File: src/design/afl_pkg.sv
package afl_pkg;

  localparam int          AFL_DW      = 32;
  localparam int          AFL_AW      = 8;
  localparam int          AFL_FW      = 16;

  // register byte addresses
  localparam logic [7:0]  AFL_ADDR_LATCHED = 8'h62;
  localparam logic [7:0]  AFL_ADDR_LIVE    = 8'h64;
  localparam logic [7:0]  AFL_ADDR_ENABLE  = 8'h66;
  localparam logic [7:0]  AFL_ADDR_PINCFG  = 8'h68;
  localparam logic [7:0]  AFL_ADDR_FETSTAT = 8'h7F;

  // not all byte addresses are word aligned, so the bus address is 4x the index
  localparam logic [9:0]  AFL_BUS_LATCHED  = 10'h188;
  localparam logic [9:0]  AFL_BUS_LIVE     = 10'h190;
  localparam logic [9:0]  AFL_BUS_ENABLE   = 10'h198;
  localparam logic [9:0]  AFL_BUS_PINCFG   = 10'h1A0;
  localparam logic [9:0]  AFL_BUS_FETSTAT  = 10'h1FC;

  // live flag bit positions
  localparam int AFL_B_SEC_SAFETY  = 15;
  localparam int AFL_B_PRI_SAFETY  = 14;
  localparam int AFL_B_PERM_FAIL   = 13;
  localparam int AFL_B_MSK_SAFETY  = 12;
  localparam int AFL_B_MSK_FAIL    = 11;
  localparam int AFL_B_INIT_BEGUN  = 10;
  localparam int AFL_B_INIT_DONE   = 9;
  localparam int AFL_B_RESERVED    = 8;
  localparam int AFL_B_FULL_LOOP   = 7;
  localparam int AFL_B_CHG_OFF     = 6;
  localparam int AFL_B_DSG_OFF     = 5;
  localparam int AFL_B_STACK_LOW   = 4;
  localparam int AFL_B_FUSE        = 3;
  localparam int AFL_B_BALANCE     = 2;
  localparam int AFL_B_SINGLE_SCAN = 1;
  localparam int AFL_B_WAKE        = 0;

  // pin configuration register fields
  localparam int AFL_PC_FXN_LSB    = 0;
  localparam int AFL_PC_STYLE_LSB  = 2;

  localparam logic [1:0]  AFL_FXN_ALARM      = 2'h2;
  localparam logic [1:0]  AFL_FXN_SERIAL     = 2'h0;
  localparam logic [15:0] AFL_ENABLE_RESET   = 16'h0000;
  localparam logic [15:0] AFL_RESERVED_MASK  = 16'hFEFF;
  localparam int          AFL_FET_PIN_BIT    = 6;

  typedef enum logic [1:0] {
    AFL_STYLE_LOW_OD,
    AFL_STYLE_HIGH_PP,
    AFL_STYLE_LOW_PP
  } afl_style_t;

  typedef struct packed {
    logic       sec_safety_any;
    logic       pri_safety_any;
    logic       perm_fail_any;
    logic [2:0] safety_alert;
    logic [2:0] safety_alert_mask;
    logic [3:0] fail_alert;
    logic [3:0] fail_alert_mask;
    logic       init_begun;
    logic       init_done;
    logic       full_loop_done;
    logic       charge_fet_off;
    logic       discharge_fet_off;
    logic       stack_below_shutdown;
    logic       fuse_driven;
    logic       balancing;
    logic       single_scan_done;
    logic       wake;
  } afl_flags_t;

  typedef struct packed {
    logic single_scan_pulse;
    logic full_loop_pulse;
  } afl_scan_t;

  typedef struct packed {
    logic out;
    logic oe;
  } afl_pin_t;

endpackage

File: src/design/afl_alarm_top.sv
// What this block does
// alarm drives pin only in alarm function
// three alarm drive styles selectable
// serial role drives pin open-drain only
// live bits 15..13 show safety summaries
// bits 12, 11 show masked alerts
// bits 10, 9 show init begun, done
// bit 7 sets after first full loop
// bits 6..4 show FETs off, stack low
// bit 3 fuse driven, bit 2 balancing
// bit 1 single scan, bit 0 wake
// enabled rising flag latches status bit
// scan flags latch at every completion
// default and alert masks choose latching
// enable mask readable and writable anytime
// interrupt is OR of latched word
// write one clears, zero leaves bit
// pin state readable in fet status
// latched word clears at reset
// set beats simultaneous clear
//
// Implementation choice: register access over APB.
`timescale 1ns/1ps
module afl_alarm_top
  import afl_pkg::*;
(
  input  wire logic              pclk,
  input  wire logic              presetn,
  input  wire logic              ce,
  input  wire logic              psel,
  input  wire logic              penable,
  input  wire logic              pwrite,
  input  wire logic [9:0]        paddr,
  input  wire logic [AFL_DW-1:0] pwdata,
  input  wire logic [3:0]        pstrb,
  output logic      [AFL_DW-1:0] prdata,
  output logic                   pready,
  output logic                   pslverr,
  input  wire afl_flags_t        flags_in,
  input  wire afl_scan_t         scan_in,
  input  wire logic              serial_drive_low,
  input  wire logic              pin_in,
  output logic                   pin_out,
  output logic                   pin_oe,
  output logic                   alarm_irq
);

  // status inputs come from other logic domains: two stages each
  afl_flags_t flags_s1;
  afl_flags_t flags;
  afl_scan_t  scan_s1;
  afl_scan_t  scan;
  logic       pin_s1;
  logic       pin_sync;

  always_ff @(posedge pclk or negedge presetn) begin
    if (!presetn) begin
      flags_s1 <= '0;
      flags    <= '0;
      scan_s1  <= '0;
      scan     <= '0;
      pin_s1   <= 1'b0;
      pin_sync <= 1'b0;
    end else if (ce) begin
      flags_s1 <= flags_in;
      flags    <= flags_s1;
      scan_s1  <= scan_in;
      scan     <= scan_s1;
      pin_s1   <= pin_in;
      pin_sync <= pin_s1;
    end
  end

  // scan pulses arrive as toggles so none is lost in the crossing
  afl_scan_t scan_prev;
  always_ff @(posedge pclk or negedge presetn) begin
    if (!presetn) begin
      scan_prev <= '0;
    end else if (ce) begin
      scan_prev <= scan;
    end
  end
  wire single_scan_evt = scan.single_scan_pulse ^ scan_prev.single_scan_pulse;
  wire full_loop_evt   = scan.full_loop_pulse ^ scan_prev.full_loop_pulse;

  // live flags
  wire masked_safety_alert = |(flags.safety_alert & flags.safety_alert_mask);
  wire masked_failure_alert = |(flags.fail_alert & flags.fail_alert_mask);

  logic [AFL_FW-1:0] live;
  always_comb begin
    live                    = '0;
    live[AFL_B_SEC_SAFETY]  = flags.sec_safety_any;
    live[AFL_B_PRI_SAFETY]  = flags.pri_safety_any;
    live[AFL_B_PERM_FAIL]   = flags.perm_fail_any;
    live[AFL_B_MSK_SAFETY]  = masked_safety_alert;
    live[AFL_B_MSK_FAIL]    = masked_failure_alert;
    live[AFL_B_INIT_BEGUN]  = flags.init_begun;
    live[AFL_B_INIT_DONE]   = flags.init_done;
    live[AFL_B_FULL_LOOP]   = flags.full_loop_done;
    live[AFL_B_CHG_OFF]     = flags.charge_fet_off;
    live[AFL_B_DSG_OFF]     = flags.discharge_fet_off;
    live[AFL_B_STACK_LOW]   = flags.stack_below_shutdown;
    live[AFL_B_FUSE]        = flags.fuse_driven;
    live[AFL_B_BALANCE]     = flags.balancing;
    live[AFL_B_SINGLE_SCAN] = flags.single_scan_done;
    live[AFL_B_WAKE]        = flags.wake;
  end

  // sticky scan bits hold once set
  logic              full_seen;
  logic              single_seen;
  always_ff @(posedge pclk or negedge presetn) begin
    if (!presetn) begin
      full_seen   <= 1'b0;
      single_seen <= 1'b0;
    end else if (ce) begin
      full_seen   <= full_seen | flags.full_loop_done | full_loop_evt;
      single_seen <= single_seen | flags.single_scan_done | single_scan_evt;
    end
  end

  wire [AFL_FW-1:0] live_word = (live
                               | ({{(AFL_FW-1){1'b0}}, full_seen} << AFL_B_FULL_LOOP)
                               | ({{(AFL_FW-1){1'b0}}, single_seen} << AFL_B_SINGLE_SCAN))
                               & AFL_RESERVED_MASK;

  // registers
  logic [AFL_FW-1:0] enable_mask;
  logic [3:0]        pin_cfg;
  logic [AFL_FW-1:0] latched;

  wire acc       = psel & penable;
  // writes land only on the answer edge, so a clear acts once and cannot eat a fresh set
  wire wr        = acc & pwrite & pready;
  wire lo_strobe = pstrb[0];
  wire hi_strobe = pstrb[1];
  wire hit_latch = paddr == AFL_BUS_LATCHED;
  wire hit_live  = paddr == AFL_BUS_LIVE;
  wire hit_en    = paddr == AFL_BUS_ENABLE;
  wire hit_cfg   = paddr == AFL_BUS_PINCFG;
  wire hit_fet   = paddr == AFL_BUS_FETSTAT;
  wire mapped    = hit_latch | hit_live | hit_en | hit_cfg | hit_fet;
  wire ro_write  = pwrite & (hit_live | hit_fet);

  wire [AFL_FW-1:0] lane_mask = {{8{hi_strobe}}, {8{lo_strobe}}};
  wire [AFL_FW-1:0] wdata16   = pwdata[AFL_FW-1:0] & lane_mask;

  wire [AFL_FW-1:0] next_enable =
    (wr & hit_en) ? ((enable_mask & ~lane_mask) | wdata16) : enable_mask;

  always_ff @(posedge pclk or negedge presetn) begin
    if (!presetn) begin
      enable_mask <= AFL_ENABLE_RESET;
      pin_cfg     <= '0;
    end else if (ce) begin
      enable_mask <= next_enable & AFL_RESERVED_MASK;
      if (wr & hit_cfg & lo_strobe) begin
        pin_cfg <= pwdata[3:0];
      end
    end
  end

  // latched status
  wire [AFL_FW-1:0] clear_bits = (wr & hit_latch) ? wdata16 : '0;
  wire [AFL_FW-1:0] force_bits =
    ({{(AFL_FW-1){1'b0}}, full_loop_evt} << AFL_B_FULL_LOOP)
    | ({{(AFL_FW-1){1'b0}}, single_scan_evt} << AFL_B_SINGLE_SCAN);

  genvar gi;
  generate
    for (gi = 0; gi < AFL_FW; gi++) begin : g_bit
      afl_edge_latch u_latch (
        .pclk    (pclk),
        .presetn (presetn),
        .ce      (ce),
        .flag    (live_word[gi]),
        .force_set(force_bits[gi]),
        .enable  (enable_mask[gi]),
        .clear   (clear_bits[gi]),
        .latched (latched[gi])
      );
    end
  endgenerate

  // pin
  wire      any_alarm = |latched;
  afl_pin_t pin;

  afl_pin_drive u_pin (
    .pclk             (pclk),
    .presetn          (presetn),
    .ce               (ce),
    .fxn              (pin_cfg[AFL_PC_FXN_LSB +: 2]),
    .style            (pin_cfg[AFL_PC_STYLE_LSB +: 2]),
    .alarm            (any_alarm),
    .serial_drive_low (serial_drive_low),
    .pin              (pin)
  );

  always_ff @(posedge pclk or negedge presetn) begin
    if (!presetn) begin
      alarm_irq <= 1'b0;
    end else if (ce) begin
      alarm_irq <= any_alarm;
    end
  end

  assign pin_out = pin.out;
  assign pin_oe  = pin.oe;

  // APB read and answer
  logic [AFL_DW-1:0] rd_mux;
  always_comb begin
    rd_mux = '0;
    if (hit_latch) rd_mux[AFL_FW-1:0] = latched;
    if (hit_live)  rd_mux[AFL_FW-1:0] = live_word;
    if (hit_en)    rd_mux[AFL_FW-1:0] = enable_mask;
    if (hit_cfg)   rd_mux[3:0]        = pin_cfg;
    if (hit_fet)   rd_mux[AFL_FET_PIN_BIT] = pin_sync;
  end

  // one wait state: ready rises in the second access cycle
  always_ff @(posedge pclk or negedge presetn) begin
    if (!presetn) begin
      pready  <= 1'b0;
      pslverr <= 1'b0;
      prdata  <= '0;
    end else if (ce) begin
      pready  <= acc & ~pready;
      pslverr <= acc & ~pready & (~mapped | ro_write);
      prdata  <= (acc & ~pready & ~pwrite) ? rd_mux : '0;
    end
  end

endmodule

File: src/design/afl_edge_latch.sv
`timescale 1ns/1ps
module afl_edge_latch
  import afl_pkg::*;
(
  input  wire logic pclk,
  input  wire logic presetn,
  input  wire logic ce,
  input  wire logic flag,
  input  wire logic force_set,
  input  wire logic enable,
  input  wire logic clear,
  output logic      latched
);

  logic flag_prev;
  wire  rise     = flag & ~flag_prev;
  wire  next_set = enable & (rise | force_set);

  always_ff @(posedge pclk or negedge presetn) begin
    if (!presetn) begin
      flag_prev <= 1'b0;
      latched   <= 1'b0;
    end else if (ce) begin
      flag_prev <= flag;
      // set beats clear so a same-cycle event is kept
      latched   <= next_set | (latched & ~clear);
    end
  end

endmodule

File: src/design/afl_pin_drive.sv
`timescale 1ns/1ps
module afl_pin_drive
  import afl_pkg::*;
(
  input  wire logic       pclk,
  input  wire logic       presetn,
  input  wire logic       ce,
  input  wire logic [1:0] fxn,
  input  wire logic [1:0] style,
  input  wire logic       alarm,
  input  wire logic       serial_drive_low,
  output afl_pin_t        pin
);

  afl_pin_t next_pin;

  always_comb begin
    next_pin = '{out: 1'b0, oe: 1'b0};
    if (fxn == AFL_FXN_ALARM) begin
      case (style)
        AFL_STYLE_LOW_OD:  next_pin = '{out: 1'b0, oe: alarm};
        AFL_STYLE_HIGH_PP: next_pin = '{out: alarm, oe: 1'b1};
        AFL_STYLE_LOW_PP:  next_pin = '{out: ~alarm, oe: 1'b1};
        default:           next_pin = '{out: 1'b0, oe: alarm};
      endcase
    end else if (fxn == AFL_FXN_SERIAL) begin
      // serial role only ever pulls low
      next_pin = '{out: 1'b0, oe: serial_drive_low};
    end
  end

  always_ff @(posedge pclk or negedge presetn) begin
    if (!presetn) begin
      pin <= '{out: 1'b0, oe: 1'b0};
    end else if (ce) begin
      pin <= next_pin;
    end
  end

endmodule

File: config.mk
export PLATFORM = sky130hd
export DESIGN_NAME = afl_alarm_top
export DESIGN_NICKNAME = d
export VERILOG_FILES = /design/src/design/afl_pkg.sv /design/src/design/afl_alarm_top.sv /design/src/design/afl_edge_latch.sv /design/src/design/afl_pin_drive.sv
export SDC_FILE = /design/constraint.sdc
export NUM_CORES = 1
export LEC_CHECK = 0
export BUFFER_PORTS_ARGS = -buffer_cell sky130_fd_sc_hd__buf_2
export CAP_MARGIN = 15
export CORE_MARGIN = 3
export CORE_UTILIZATION = 36
export CTS_CLUSTER_DIAMETER = 80
export DETAILED_ROUTE_END_ITERATION = 8
export GPL_TIMING_DRIVEN = 0
export PLACE_DENSITY = 0.67
export SETUP_SLACK_MARGIN = 0.1
export SKIP_CTS_REPAIR_TIMING = 1
export SLEW_MARGIN = 5
export SYNTH_ARGS = -nofsm -noshare
export SYNTH_HDL_FRONTEND = slang
export SYNTH_HIERARCHICAL = 1
export SYNTH_SLANG_ARGS = --single-unit
File: constraint.sdc
create_clock -name pclk -period 1.7 [get_ports pclk]
set_input_delay 0.255 -clock pclk [delete_from_list [all_inputs] [get_ports pclk]]
set_output_delay 0.255 -clock pclk [all_outputs]
set_load 0.02 [all_outputs]
Word level (Yosys, flattened, before mapping)
Index checks and enable logic that the tools add are counted.

cells by class
  eq/ne operators = 8
  mux-type cells = 10
  bitwise gates (word level) = 143
  reduce and logical (&&, ||, !) cells = 6

operators with widths
  operator             number
  $mux 16              5
  $and 1x1->1          57
  $eq 10x9->1 const B  5
  $not 1->1            35
  $or 1x1->1           33
  $and 16x16->16       2
  $not 16->16          1
  $or 16x16->16        1
  $or 16x2->16         1
  $or 16x8->16         1
  $reduce_or 16->1     1
  $or 8x2->8           1
  $or 1x1->1 const B   7
  $and 4x4->4          1
  $eq 2x2->1 const B   2
  $mux 4               1
  $pmux 2 s2           1
  $reduce_and 2->1     2
  $reduce_or 4->1      1
  $and 3x3->3          1
  $reduce_or 3->1      1
  $eq 2x1->1 const B   1
  $logic_not 2->1      1
  $mux 1               2
  2 further kinds      3

word-level totals
  bits in registers = 151
  bits of input ports = 83
  output and inout port bits = 37
  logic and storage cells = 250

Logic depth before layout (Yosys ltp)
  word-level depth = 8
  depth in mapped cells = 8
  mapped depth without buffers = 7

Cells and area by module
Netlist, hierarchy kept.

by module, submodules not included
  module          instances  cells each  area an instance (sq um)  seq. area each (sq um)
  afl_alarm_top   1          357         4590.7                    2552.4
  afl_edge_latch  16         10          83.8                      50.0
  afl_pin_drive   1          15          147.6                     50.0

Worst setup path before layout
No wires, ideal clock.

  kind = input-to-reg
  start = input paddr[2]
  end = register prdata[7]
  setup time = 110 ps
  data arrival time = 1965 ps
  data required time = 1590 ps
  path slack = -375 ps
  cell stages on the path = 5
  buffers on the path = 1
  cells stage by stage = or4_4 > or4_1 > buf_2 > or2_0 > o41ai_1

on the way
  longest elaborated chain between the ends = 5
  elaborated cells on any way between the ends = 7
  those cells by class = eq/ne (3); mux (4)

RTL lines
  item                  line                  text
  from (decl)           afl_alarm_top.sv:33   input wire logic [9:0] paddr,
  $eq 10x9->1           afl_alarm_top.sv:138  wire hit_latch = paddr == AFL_BUS_LATCHED;
  $mux 16               afl_alarm_top.sv:216  if (hit_latch) rd_mux[AFL_FW-1:0] = latched;
  $mux 16               afl_alarm_top.sv:217  if (hit_live) rd_mux[AFL_FW-1:0] = live_word;
  $mux 16 *             afl_alarm_top.sv:218  if (hit_en) rd_mux[AFL_FW-1:0] = enable_mask;
  $mux 16 *             afl_alarm_top.sv:232  prdata <= (acc & ~pready & ~pwrite) ? rd_mux : '0;
  to (signal assigned)  afl_alarm_top.sv:232
  to (decl)             afl_alarm_top.sv:36   output logic [AFL_DW-1:0] prdata,

Every way passes the cells marked *; elsewhere a longest branch is shown, timed or not.
A chain may end at the register's enable or synchronous reset.

Worst setup path in the final report
  start = register pready
  end = register prdata[7]

on the way
  longest elaborated chain between the ends = 4

RTL lines
  item                      line                  text
  from (decl)               afl_alarm_top.sv:37   output logic pready,
  from (signal assigned)    afl_alarm_top.sv:230  pready <= acc & ~pready;
  $not 1->1                 afl_alarm_top.sv:232
  $and 1x1->1 (2 in a row)  afl_alarm_top.sv:232
  $mux 16                   afl_alarm_top.sv:232

Every way passes these cells.

==> results.toml <==
[global_route]
grt_util_met2 = 0.256
grt_pass1_wl_mm = 23.1
grt.met3_usage = 0.0588
top_usage_layer = "met2"
grt_util_met1 = 0.205
grt_overflow = 0
grt_pass1_vias = 4420
grt_usage = 0.162
antenna_found_initial = 2
grt_start_max_net_pins = 75

[place]
placed_area_um2 = 6950
gp_congestion = 0.901
io_buffers = 83
preCtsSetupSlack_ns = -1.65
hpwl_mm = 10.5

[pwr]
peakVddDrop_v = 0.000739
pwr_density_cell_nw_per_um2 = 1060
p_leak_nw = 3.71

[cts]
clkTransAtPathRegs_ns = 0.06
cts.path.max_buffers = 2
root_buffer = "clkbuf_16"
cts_sinks = 136
clock_latency_ns = 0.42
cts_tree = "done"
numCtsBuffers = 17
cts_htree_levels = 4

[drt]
drc = 0
avgViaCountPerCell = 4.98
first_pass_iters = 5
drt-initial-drc-count = 327
wire_per_inst_um = 16.5
drtAntennaViolNets = 0
vias = 4542
wl_mm = 15.1

[synthesis]
synth_ff_type = "dfrtp_1"
synth-xor-area-share = 0.00288
ys_ff_latch = 136
synth-adder-area-share = 0.00412
synth_top_family_by_area = "multiplexers"
synth.distinct_cells = 49
netlist_area_um2 = 6080
synth_area_per_cell_um2 = 11.4
synth-edff-count = 0
synth-simple-area-share = 0.120
async_reset_ff_frac = 1.00
ys.warnings.count = 6
postSynthCellCount = 532
synth_compound_area_frac = 0.0973
yosysSeqAreaShare = 0.560
synthMuxAreaShare = 0.171

[floorplanning]
row_count = 46
start_util = 0.375
io_pins = 120
core-area_um2 = 16200
die_y_um = 136
dieArea_um2 = 18500
die_x_um = 136

[sta]
hold_viol_final = 0
drv_slew = 0
fin_crit_sh = 1.09
fin_skew_ns = 0.00781
fin_tns_setup_ns = -1.13
fin_crit_ns = 1.85
fin_ws_ns = -0.147
worst_pin_slew_ns = 0.752
max_freq_ghz = 0.541
finalSetupViolCount = 13
grt_setup_unrepaired = "yes"
slew_headroom = 0.498

[worst_setup_path]
end_kind = "flop"
crit_chain = "nand4b_1 > or4_4 > buf_6 > or2_4 > o41ai_2"
worstSetupPathType = "flop to flop"
cpPeakStageDelay_ns = 0.47
worstPathArrival_ns = 2.17
cpMaxStageDelayCell = "or4_4"
cp_max_fo = 6
startpoint_type = "flop"
worstPathRequired_ns = 2.02

[flow_run]
maxCapViolations = 0

[cells_and_area]
finalInstanceArea_um2 = 8010
drive_gt1_frac = 0.397
nets = 767
area_growth_pct = 31.8

[run_status]
status = "finished with violations"
violations = "setup timing"

[min_path]
hp-class = "input pin to flop"
[worst max-delay path, delay by kind of cell (launching register included)]
| family | cells | cell delay (ns) |
|---|---|---|
| flip-flops | 1 | 0.42 |
| buffers and inverters | 1 | 0.15 |
| AND/OR/NAND/NOR | 3 | 0.99 |
| AO/OA/AOI/OAI | 1 | 0.19 |
[layout make-up]
cell class / instances / area (um^2)
clock inverter: 12 / 196
tap: 216 / 270
clock buffer: 20 / 467
timing repair buffer: 99 / 623
sequential: 136 / 3400
fill: 1447 / 8220
antenna: 1 / 2.50
inverter: 24 / 93.8
buffer: 32 / 196
multi-input combinational: 372 / 2760
[worst paths after layout]
| path | from | endpoint | slack (ns) | cells past startpoint |
|---|---|---|---|---|
| setup / recovery | pready | prdata[7] | -0.15 | 5 |
| hold / removal | flags_in[20] | flags_s1[20] | 0.06 | 2 |
| setup reg to reg | pready | prdata[7] | -0.15 | 5 |
| hold reg to reg | single_seen | single_seen | 0.46 | 1 |
| max in group asynchronous | presetn | asynchronous set/reset pin | 0.56 | 3 |
| min in group asynchronous | presetn | flags_s1[13] | 0.36 | 2 |
[cell usage in the layout (no fill, tap or decap), types with 4 or more instances in the layout]
cell type   Yosys  layout
dfrtp_1       136     135
buf_2           1      83
nand2_1        73      73
mux2_2         85      73
conb_1          1      33
buf_4          16      24
inv_1          23      23
o21ai_1        16      22
a21oi_1        19      19
o21ai_0        26      19
clkbuf_16       0      17
nor2_1         15      14
mux2_4          0      12
and2_1         16      11
mux2i_1         8       8
clkbuf_1       10       7
a22oi_1        14       7
a22oi_2         0       7
buf_6           0       7
and2_4          0       5
nand2b_1        5       5
o2bb2ai_1       5       5
bufinv_16       0       5
nand4_1         4       4
clkinvlp_4      0       4
[cells by family after synthesis]
group / after synthesis
buffers and inverters: 56
XOR/XNOR: 2
flip-flops: 136
AND/OR/NAND/NOR: 147
other: 1
AO/OA/AOI/OAI: 95
multiplexers: 93
adder cells (fa/ha/maj): 2
[where the power goes]
part           leakage [nW]  switching, mW  internal, mW  total (mW)
registers              1.70          0.152          3.49        3.64
logic                  1.68          0.437         0.371       0.808
clock network         0.318           1.36          2.71        4.07
[per-stage QoR]
| stage | std cells | hold WS [ns] | util | power (mW) |
|---|---|---|---|---|
| 6_report | 912 | 0.0645 | 0.494 | 8.52 |
| 5_1_grt | 911 | 0.0470 | 0.494 | 8.87 |
| 4_1_cts | 896 | -0.170 | 0.469 | 8.57 |
| 3_5_place_dp | 864 | 0.282 | 0.428 | 4.47 |
| 3_3_place_gp | 863 | 0.441 | 0.426 | 4.42 |
| 2_1_floorplan | 564 | -0.0406 | - | 4.13 |
[cells in the mapped netlist (2+ instances only)]
cell / n / area share
dfrtp_1: 136 / 0.56
mux2_2: 85 / 0.16
nand2_1: 73 / 0.045
o21ai_0: 26 / 0.021
inv_1: 23 / 0.014
a21oi_1: 19 / 0.016
and2_1: 16 / 0.016
buf_4: 16 / 0.020
o21ai_1: 16 / 0.013
nor2_1: 15 / 0.0093
a22oi_1: 14 / 0.017
clkbuf_1: 10 / 0.0062
mux2i_1: 8 / 0.013
buf_1: 5 / 0.0031
nand2b_1: 5 / 0.0051
nor4_1: 5 / 0.0051
o2bb2ai_1: 5 / 0.0072
nand3_1: 4 / 0.0033
nand4_1: 4 / 0.0041
a2bb2oi_1: 3 / 0.0043
nor3_1: 3 / 0.0025
o32ai_1: 3 / 0.0043
or2_2: 3 / 0.0031
and3b_1: 2 / 0.0029
ha_1: 2 / 0.0041
nand3b_1: 2 / 0.0025
nand4b_1: 2 / 0.0029
nor2b_1: 2 / 0.0021
nor3b_1: 2 / 0.0025
o41ai_1: 2 / 0.0029
or4_1: 2 / 0.0025
xor2_1: 2 / 0.0029
[per-layer routing]
layer,vias up,wire [um]
li1,2127,-
met1,2214,6130
met2,164,7210
met3,33,1370
met4,4,338
met5,-,15
Note: power is estimated with default switching activity, not from simulation.
